[src/rtl/dcap_pkg.sv]
package dcap_pkg;
    // Base clock
    localparam int CLK_NS = 10; // Period of clk_i in ns
    // Sample pacing: one sample per SAMPLE_DIV clocks
    localparam int SAMPLE_DIV = 8;
    localparam int STB_HIGH = 4; // Strobe high clocks per sample
    localparam int PH_W = 3; // Phase counter width
    localparam logic [PH_W-1:0] PH_LAST = 3'h7;
    localparam logic [PH_W-1:0] PH_HIGH = 3'h4;
    // Pipeline depth in sample clocks
    localparam int LATENCY = 74;
    localparam int LAT_W = 7;
    localparam logic [LAT_W-1:0] LAT_LAST = 7'h49; // LATENCY - 1
    localparam logic [LAT_W-1:0] LAT_FULL = 7'h4a; // LATENCY
    // Sample coding
    localparam int W = 12;
    localparam int IN_W = 14;
    localparam logic [W-1:0] CODE_MAX = 12'h7ff;
    localparam logic [W-1:0] CODE_ZERO = 12'h000;
    localparam logic [W-1:0] CODE_MIN = 12'h800;
    localparam logic signed [IN_W-1:0] IN_MAX = 14'sh07ff;
    localparam logic signed [IN_W-1:0] IN_MIN = 14'sh3800;
    // Link timing
    localparam int RST_MIN_NS = 200;
    localparam int RST_MIN_CYC = (RST_MIN_NS + CLK_NS - 1) / CLK_NS;
    localparam int GATE_MIN_NS = 5;
    localparam int GATE_MIN_CYC = (GATE_MIN_NS + CLK_NS - 1) / CLK_NS;
    localparam int STARTUP_MS = 600;
    localparam int STARTUP_CYC = STARTUP_MS * 1000000 / CLK_NS;
    // Controller registers
    localparam logic [7:0] REG_CTRL = 8'h00;
    localparam logic [7:0] REG_CMD = 8'h04;
    localparam logic [7:0] REG_STAT = 8'h08;
    localparam logic [7:0] REG_MASK = 8'h0c;
    localparam logic [7:0] REG_INFO = 8'h10;
    localparam logic [1:0] BUF_A_SEL = 2'h1; // Addresses 0x40..0x7c
    localparam logic [1:0] BUF_B_SEL = 2'h2; // Addresses 0x80..0xbc
    localparam int BUF_AW = 4;
    localparam int BUF_DEPTH = 16;
    localparam int CTRL_GATE_BIT = 0;
    localparam logic CTRL_GATE_RST = 1'b1;
    localparam int CMD_RST_BIT = 0;
    localparam int NSTAT = 4;
    localparam int ST_CAP = 0;
    localparam int ST_OVR = 1;
    localparam int ST_WRAP = 2;
    localparam int ST_RDY = 3;
endpackage : dcap_pkg

[src/rtl/dcap_if.sv]
`timescale 1ns/1ps
`default_nettype none
interface dcap_if;
    import dcap_pkg::*;
    logic strobe_gate_in; // Gate, high lets strobes run
    logic dev_rst_n; // Device reset, active low
    logic [W-1:0] chan_a_word_t; // Channel A word, true
    logic [W-1:0] chan_a_word_c; // Channel A word, complement
    logic [W-1:0] chan_b_word_t; // Channel B word, true
    logic [W-1:0] chan_b_word_c; // Channel B word, complement
    logic chan_a_strobe_t; // Channel A strobe, true
    logic chan_a_strobe_c; // Channel A strobe, complement
    logic chan_b_strobe_t; // Channel B strobe, true
    logic chan_b_strobe_c; // Channel B strobe, complement
    logic overrange_flag_t; // Overrange, true
    logic overrange_flag_c; // Overrange, complement
    modport dev (
        input strobe_gate_in, dev_rst_n,
        output chan_a_word_t, chan_a_word_c, chan_b_word_t, chan_b_word_c,
        output chan_a_strobe_t, chan_a_strobe_c, chan_b_strobe_t, chan_b_strobe_c,
        output overrange_flag_t, overrange_flag_c
    );
    modport cap (
        output strobe_gate_in, dev_rst_n,
        input chan_a_word_t, chan_a_word_c, chan_b_word_t, chan_b_word_c,
        input chan_a_strobe_t, chan_a_strobe_c, chan_b_strobe_t, chan_b_strobe_c,
        input overrange_flag_t, overrange_flag_c
    );
endinterface : dcap_if
`default_nettype wire

[src/rtl/dcap_cap.sv]
// Our own choices: strobed register access and the register offsets.
`timescale 1ns/1ps
`default_nettype none
module dcap_cap
    import dcap_pkg::*;
#(
    parameter int STARTUP_CYCLES = STARTUP_CYC // Start-up wait in clocks
) (
    input wire logic clk_i, // System clock
    input wire logic rstn_i, // Synchronous reset, active low
    input wire logic ce_i, // Clock enable
    input wire logic [7:0] addr_i, // Register byte address
    input wire logic [31:0] wdata_i, // Write data
    input wire logic we_i, // Write strobe
    input wire logic re_i, // Read strobe
    output logic [31:0] rdata_o, // Read data, cycle after re_i
    output logic irq_o, // Interrupt level
    dcap_if.cap link // Port toward the converter
);

    localparam int SW = 2 * W + 3; // Synchronised pin bundle width

    logic [SW-1:0] in_s1_q; // First stage, read only by second
    logic [SW-1:0] in_s2_q; // {strb a, strb b, ovr, a, b}
    logic sa_s3_q; // Delayed A strobe for edges
    logic sb_s3_q; // Delayed B strobe for edges
    logic fall_a; // A strobe falling
    logic fall_b; // B strobe falling
    logic gate_en_q; // Software gate request
    logic gate_q; // Gate pin flop
    logic [3:0] glow_q; // Low-time counter on gate
    logic [7:0] rcnt_q; // Reset pulse counter
    logic rst_n_q; // Reset pin flop
    logic [31:0] boot_q; // Start-up counter
    logic ready_q; // Converter output trusted
    logic [BUF_AW-1:0] wpa_q; // Buffer A write slot
    logic [BUF_AW-1:0] wpb_q; // Buffer B write slot
    logic [W-1:0] buf_a [BUF_DEPTH]; // Channel A buffer
    logic [W-1:0] buf_b [BUF_DEPTH]; // Channel B buffer
    logic [NSTAT-1:0] stat_q; // Sticky events
    logic [NSTAT-1:0] stat_d; // Next sticky events
    logic [NSTAT-1:0] stat_set; // Events this cycle
    logic [NSTAT-1:0] mask_q; // Interrupt mask
    logic rdy_rise; // Start-up just ended
    logic wr_cmd_rst; // Reset command write

    // Converter pins: two flops before use
    always_ff @(posedge clk_i) begin
        if (!rstn_i) begin
            in_s1_q <= '0;
            in_s2_q <= '0;
            sa_s3_q <= 1'b0;
            sb_s3_q <= 1'b0;
        end else if (ce_i) begin
            in_s1_q <= {link.chan_a_strobe_t, link.chan_b_strobe_t, link.overrange_flag_t,
                        link.chan_a_word_t, link.chan_b_word_t};
            in_s2_q <= in_s1_q;
            sa_s3_q <= in_s2_q[SW-1];
            sb_s3_q <= in_s2_q[SW-2];
        end
    end

    // Capture on strobe fall, mid-period, where words are steady
    assign fall_a = sa_s3_q && !in_s2_q[SW-1] && ready_q;
    assign fall_b = sb_s3_q && !in_s2_q[SW-2] && ready_q;

    // Gate pin; once low it stays low a minimum time
    always_ff @(posedge clk_i) begin
        if (!rstn_i) begin
            gate_q <= 1'b1;
            glow_q <= '0;
        end else if (ce_i) begin
            if (!gate_q && glow_q < 4'(GATE_MIN_CYC)) begin // Hold low
                glow_q <= glow_q + 4'h1;
            end else begin // Follow software, aligning collection
                gate_q <= gate_en_q;
                glow_q <= '0;
            end
        end
    end

    // Reset pulse to the converter
    assign wr_cmd_rst = we_i && (addr_i == REG_CMD) && wdata_i[CMD_RST_BIT];
    always_ff @(posedge clk_i) begin
        if (!rstn_i) begin
            rcnt_q <= '0;
            rst_n_q <= 1'b1;
        end else if (ce_i) begin
            if (wr_cmd_rst) begin // Start a full-length pulse
                rcnt_q <= 8'(RST_MIN_CYC);
                rst_n_q <= 1'b0;
            end else if (rcnt_q != 8'h0) begin
                rcnt_q <= rcnt_q - 8'h1;
                rst_n_q <= (rcnt_q == 8'h1);
            end
        end
    end

    // Outputs ignored until start-up time after any reset
    always_ff @(posedge clk_i) begin
        if (!rstn_i || !rst_n_q) begin
            boot_q <= '0;
            ready_q <= 1'b0;
        end else if (ce_i && !ready_q) begin
            boot_q <= boot_q + 32'h1;
            ready_q <= (boot_q == 32'(STARTUP_CYCLES - 1));
        end
    end
    assign rdy_rise = ce_i && !ready_q && rst_n_q && (boot_q == 32'(STARTUP_CYCLES - 1));

    // Buffers written by each channel's own strobe
    // Lost samples leave no gap marker; pointers just stop
    always_ff @(posedge clk_i) begin
        if (ce_i && fall_a) begin
            buf_a[wpa_q] <= in_s2_q[2*W-1:W];
        end
        if (ce_i && fall_b) begin
            buf_b[wpb_q] <= in_s2_q[W-1:0];
        end
    end

    // Write pointers
    always_ff @(posedge clk_i) begin
        if (!rstn_i) begin
            wpa_q <= '0;
            wpb_q <= '0;
        end else if (ce_i) begin
            if (fall_a) begin
                wpa_q <= wpa_q + 4'h1;
            end
            if (fall_b) begin
                wpb_q <= wpb_q + 4'h1;
            end
        end
    end

    // Sticky status; a new event wins over a clear
    always_comb begin
        stat_set = '0;
        stat_set[ST_CAP] = fall_a;
        stat_set[ST_OVR] = fall_a && in_s2_q[2*W];
        stat_set[ST_WRAP] = fall_a && (wpa_q == 4'hf);
        stat_set[ST_RDY] = rdy_rise;
        stat_d = stat_q;
        if (we_i && addr_i == REG_STAT) begin
            stat_d = stat_q & ~wdata_i[NSTAT-1:0];
        end
        stat_d = stat_d | stat_set;
    end

    // Software registers and interrupt
    always_ff @(posedge clk_i) begin
        if (!rstn_i) begin
            stat_q <= '0;
            mask_q <= '0;
            gate_en_q <= CTRL_GATE_RST;
            irq_o <= 1'b0;
        end else if (ce_i) begin
            stat_q <= stat_d;
            irq_o <= |(stat_d & mask_q);
            if (we_i && addr_i == REG_MASK) begin
                mask_q <= wdata_i[NSTAT-1:0];
            end
            if (we_i && addr_i == REG_CTRL) begin
                gate_en_q <= wdata_i[CTRL_GATE_BIT];
            end
        end
    end

    // Read port, data one cycle after the strobe
    always_ff @(posedge clk_i) begin
        if (!rstn_i) begin
            rdata_o <= '0;
        end else if (ce_i) begin
            rdata_o <= '0;
            if (re_i) begin
                if (addr_i[7:6] == BUF_A_SEL) begin
                    rdata_o <= {20'h0, buf_a[addr_i[5:2]]};
                end else if (addr_i[7:6] == BUF_B_SEL) begin
                    rdata_o <= {20'h0, buf_b[addr_i[5:2]]};
                end else begin
                    case (addr_i)
                        REG_CTRL: rdata_o <= {31'h0, gate_en_q};
                        REG_STAT: rdata_o <= {28'h0, stat_q};
                        REG_MASK: rdata_o <= {28'h0, mask_q};
                        REG_INFO: rdata_o <= {22'h0, wpb_q, wpa_q, ready_q, rst_n_q};
                        default: rdata_o <= '0;
                    endcase
                end
            end
        end
    end

    assign link.strobe_gate_in = gate_q;
    assign link.dev_rst_n = rst_n_q;

endmodule : dcap_cap
`default_nettype wire

[src/flat_wrapper.sv]
// flat-port wrapper written by rule: the top's interface ports become plain ports
module dcap_cap_flat import dcap_pkg::*;
#(
    parameter int STARTUP_CYCLES = STARTUP_CYC                           
)
  (clk_i, rstn_i, ce_i, addr_i, wdata_i, we_i, re_i, rdata_o, irq_o, link_strobe_gate_in, link_dev_rst_n, link_chan_a_word_t, link_chan_a_word_c, link_chan_b_word_t, link_chan_b_word_c, link_chan_a_strobe_t, link_chan_a_strobe_c, link_chan_b_strobe_t, link_chan_b_strobe_c, link_overrange_flag_t, link_overrange_flag_c);
  dcap_if link_i ();
  input wire logic clk_i;
  input wire logic rstn_i;
  input wire logic ce_i;
  input wire logic [7:0] addr_i;
  input wire logic [31:0] wdata_i;
  input wire logic we_i;
  input wire logic re_i;
  output logic [31:0] rdata_o;
  output logic irq_o;
  output wire logic [$bits(link_i.strobe_gate_in)-1:0] link_strobe_gate_in;
  output wire logic [$bits(link_i.dev_rst_n)-1:0] link_dev_rst_n;
  input wire logic [$bits(link_i.chan_a_word_t)-1:0] link_chan_a_word_t;
  input wire logic [$bits(link_i.chan_a_word_c)-1:0] link_chan_a_word_c;
  input wire logic [$bits(link_i.chan_b_word_t)-1:0] link_chan_b_word_t;
  input wire logic [$bits(link_i.chan_b_word_c)-1:0] link_chan_b_word_c;
  input wire logic [$bits(link_i.chan_a_strobe_t)-1:0] link_chan_a_strobe_t;
  input wire logic [$bits(link_i.chan_a_strobe_c)-1:0] link_chan_a_strobe_c;
  input wire logic [$bits(link_i.chan_b_strobe_t)-1:0] link_chan_b_strobe_t;
  input wire logic [$bits(link_i.chan_b_strobe_c)-1:0] link_chan_b_strobe_c;
  input wire logic [$bits(link_i.overrange_flag_t)-1:0] link_overrange_flag_t;
  input wire logic [$bits(link_i.overrange_flag_c)-1:0] link_overrange_flag_c;
  assign link_strobe_gate_in = link_i.strobe_gate_in;
  assign link_dev_rst_n = link_i.dev_rst_n;
  assign link_i.chan_a_word_t = link_chan_a_word_t;
  assign link_i.chan_a_word_c = link_chan_a_word_c;
  assign link_i.chan_b_word_t = link_chan_b_word_t;
  assign link_i.chan_b_word_c = link_chan_b_word_c;
  assign link_i.chan_a_strobe_t = link_chan_a_strobe_t;
  assign link_i.chan_a_strobe_c = link_chan_a_strobe_c;
  assign link_i.chan_b_strobe_t = link_chan_b_strobe_t;
  assign link_i.chan_b_strobe_c = link_chan_b_strobe_c;
  assign link_i.overrange_flag_t = link_overrange_flag_t;
  assign link_i.overrange_flag_c = link_overrange_flag_c;
  dcap_cap #(.STARTUP_CYCLES(STARTUP_CYCLES)) u_core (.clk_i(clk_i), .rstn_i(rstn_i), .ce_i(ce_i), .addr_i(addr_i), .wdata_i(wdata_i), .we_i(we_i), .re_i(re_i), .rdata_o(rdata_o), .irq_o(irq_o), .link(link_i));
endmodule
[config.mk]
export PLATFORM = sky130hd
export DESIGN_NAME = dcap_cap_flat
export DESIGN_NICKNAME = d
export VERILOG_FILES = /design/src/rtl/dcap_pkg.sv /design/src/rtl/dcap_if.sv /design/src/rtl/dcap_cap.sv /design/src/flat_wrapper.sv
export SDC_FILE = /design/constraint.sdc
export NUM_CORES = 1
export LEC_CHECK = 0
export ABC_CLOCK_PERIOD_IN_PS = 2190
export BUFFER_PORTS_ARGS = -buffer_cell sky130_fd_sc_hd__buf_2
export CORE_MARGIN = 4
export CORE_UTILIZATION = 57
export CTS_BUF_LIST = sky130_fd_sc_hd__clkbuf_2
export CTS_CLUSTER_SIZE = 30
export DETAILED_ROUTE_END_ITERATION = 6
export PLACE_DENSITY = 0.9
export SETUP_SLACK_MARGIN = 0.15
export SYNTH_ARGS = -nofsm -noshare
export SYNTH_HDL_FRONTEND = slang
export SYNTH_SLANG_ARGS = --single-unit
[constraint.sdc]
create_clock -name clk_i -period 2.19 [get_ports clk_i]
set_input_delay 0.219 -clock clk_i [delete_from_list [all_inputs] [get_ports clk_i]]
set_output_delay 0.219 -clock clk_i [all_outputs]
set_load 0.02 [all_outputs]
==> flow_metrics.py <==
metrics = {
    "status": {
        "status": "finished, final reports clean",
    },
    "power_and_ir_drop": {
        "peakVddDrop_v": 0.000608,
        "fin_total_pwr_mw": 18.2,
        "power.density_nw_per_um2": 734,
        "leakagePower_nw": 8.43,
    },
    "place": {
        "dpl.cell_count": 1853,
        "post_dp_cell_area_um2": 22400,
        "gp_congestion": 0.882,
        "hpwl_um": 31600,
        "pre_cts_slack_ns": 0.0510,
        "port_buffers": 58,
    },
    "cells_and_area": {
        "register_area_um2": 14200,
        "nets": 1753,
        "multiInputGateArea_um2": 6320,
        "layoutNonFillerInstCount": 2204,
        "fill_cells": 2227,
        "design_area_um2": 24900,
        "drive_above_1_share_pct": 28.4,
        "areaGrowthSynthToFinish_pct": 18.9,
        "utilization_pct": 69.4,
    },
    "die": {
        "die_w_um": 199,
        "die_h_um": 199,
        "ios": 134,
        "coreArea_um2": 35800,
        "start_util_pct": 58.3,
        "core.rowCount": 69,
        "die_area_um2": 39800,
    },
    "cts": {
        "h-tree-depth": 3,
        "cts_buffers": 120,
        "cts_root_buffer": "clkbuf_2",
        "clock-sinks": 517,
        "clk_pin_slew_ns": 0.11,
        "tritoncts": "built",
        "clk_latency_ns": 1.08,
        "clockBufferDepth": 3,
    },
    "timing": {
        "grt_setup_unrepaired": "true",
        "fin_ws_ns": 0.0223,
        "tightest_slew_ns": 1.29,
        "skew_ns": 0.0733,
        "timing.slew.headroom_pct": 14.1,
        "hold_viol_final": 0,
        "finalSetupViolations": 0,
        "slew_violations": 0,
        "finalCritPeriodShare_pct": 99.0,
        "fmax_mhz": 461,
        "whs_ns": 0.139,
        "min_period_ns": 2.17,
        "setup_tns_ns": 0,
    },
    "worst_setup_path": {
        "cp_data_arrival_time_ns": 3.10,
        "cp.required_ns": 3.12,
        "cp_max_fo": 7,
        "startpoint_type": "input port",
        "worstSetupPathType": "in -> reg",
        "end_kind": "flop",
    },
    "yosys": {
        "synth.distinct_cells": 62,
        "avgSynthCellArea_um2": 16.1,
        "ys_ff_latch": 517,
        "yosysSeqAreaShare_pct": 67.9,
        "synthFlopType": "edfxtp_1",
        "synth_area_um2": 20900,
        "yosysWarnings": 0,
        "synth_enable_flop_cells": 384,
        "async_reset_ff_share_pct": 0,
        "postSynthCellCount": 1296,
    },
    "detailed_routing": {
        "drt-total-wl_um": 50300,
        "wl_per_cell_um": 22.8,
        "post-route-drc-count": 0,
        "drt_iter0_drc": 1363,
        "ant_nets": 0,
        "avgViaCountPerCell": 5.91,
        "num_vias": 13000,
        "dr.pass1.iters": 7,
    },
    "global_route": {
        "grt_pass1_vias": 13600,
        "grt_first_pass_wirelength_um": 76900,
        "overflow": 0,
        "grt_util_all_layers_pct": 25.6,
        "antenna_found_initial": 1,
        "grt_max_degree": 45,
    },
    "min_path": {
        "holdCritPathClass": "in -> reg",
    },
    "run": {
        "max_cap_viol_count": 0,
    },
}
==> report_power, final <==
| group | internal (mW) | switching [mW] | total [mW] |
|---|---|---|---|
| registers | 10.6 | 0.205 | 10.8 |
| logic | 0.691 | 0.735 | 1.43 |
| clock network | 2.33 | 3.71 | 6.04 |
==> worst max-delay path: stages <==
cell	delay, ns
dlygate4sd3_1	0.60
buf_6	0.16
or3_4	0.37
nor3_4	0.23
nand4_1	0.15
mux2i_1	0.18
dlygate4sd3_1	0.57
nand2_1	0.05
dlygate4sd3_1	0.57
==> state kept, by name, summed over array words and instances, names as in the netlist <==
register,cells
u_core.buf_a,192
u_core.buf_b,192
u_core.boot_q,32
u_core.in_s1_q,27
u_core.in_s2_q,27
u_core.rdata_o,12
u_core.rcnt_q,8
u_core.glow_q,4
u_core.mask_q,4
u_core.stat_q,4
u_core.wpa_q,4
u_core.wpb_q,4
u_core.gate_en_q,1
u_core.irq_o,1
u_core.link.dev_rst_n,1
u_core.link.strobe_gate_in,1
u_core.ready_q,1
u_core.sa_s3_q,1
u_core.sb_s3_q,1
==> worst paths after layout <==
check	cells after the start	start	to	slack (ns)
setup / recovery	9	addr_i[6]	u_core.gate_en_q	0.02
hold / removal	5	wdata_i[1]	u_core.stat_q[1]	0.14
setup reg to reg	5	u_core.ready_q	u_core.buf_a[10][6]	0.20
hold reg to reg	1	u_core.glow_q[3]	u_core.glow_q[3]	0.50
==> final cells by class <==
class | instances | share of cell area (%)
diodes | 1 | 0.0101
flip-flops and latches | 517 | 57.1
clock buffers | 178 | 3.58
inverters | 19 | 0.287
well taps | 461 | 2.32
repair buffers | 290 | 10.4
clock inverters | 46 | 0.891
multi-input cells | 692 | 25.4
==> metal layers <==
| metal | vias to the layer above | GRT usage, % | wire [um] |
|---|---|---|---|
| met3 | 134 | 5.58 | 4970 |
| li1 | 5719 | - | - |
| met4 | 0 | 9.28 | 1710 |
| met1 | 6431 | 33.7 | 18300 |
| met5 | - | 0 | 0 |
| met2 | 731 | 42.7 | 25400 |
==> cell usage after synthesis (7+ instances only) <==
library cell,instances,share of area (%)
edfxtp_1,384,55
dfxtp_1,133,13
mux4_2,98,11
mux2i_1,81,3.9
nor2_1,74,1.3
nor2b_1,65,1.9
nand2_1,54,0.97
clkbuf_1,31,0.56
xnor2_1,31,1.3
o21ai_0,27,0.65
buf_4,26,0.93
buf_2,21,0.50
nand3_1,20,0.48
inv_1,18,0.32
nor3_1,18,0.43
nor4_1,16,0.48
a21oi_1,15,0.36
o22ai_1,15,0.45
ha_1,14,0.84
and2_1,13,0.39
nand2b_1,12,0.36
xor2_1,11,0.46
nand4_1,9,0.27
a21boi_0,7,0.25
a31oi_1,7,0.21
==> cell families (layout without fill, tap and decap cells) <==
logic type	after synthesis	count (layout)	share of synthesized area, %
xor+xnor	42	42	1.76
simple gates	329	329	8.95
compound gates	105	105	3.27
mux	182	182	14.6
flops	517	517	67.9
fa+ha+maj	14	14	0.838
buf+inv	106	533	2.64
other cells	1	21	0.0179
==> cell usage in the layout, fill, tap and decap left out, types with 36 or more instances in the layout <==
master,count
nor2b_1,65
clkinv_1,36
buf_4,92
dfxtp_1,131
nor2_1,72
nand2_1,52
dlygate4sd3_1,122
mux2i_1,81
mux4_2,98
edfxtp_1,384
clkbuf_2,178
buf_2,54
==> timing repair <==
action / 4_1_cts / 5_1_grt
hold endpoints to repair: 107 / 0
hold buffers: 123 / 0
endpoints found under the setup margin: 18 / 80
gates resized for setup: 4 / 14
pin swaps: 0 / 2
buffers inserted: 0 / 3
Power figures use the tool's default switching activity.
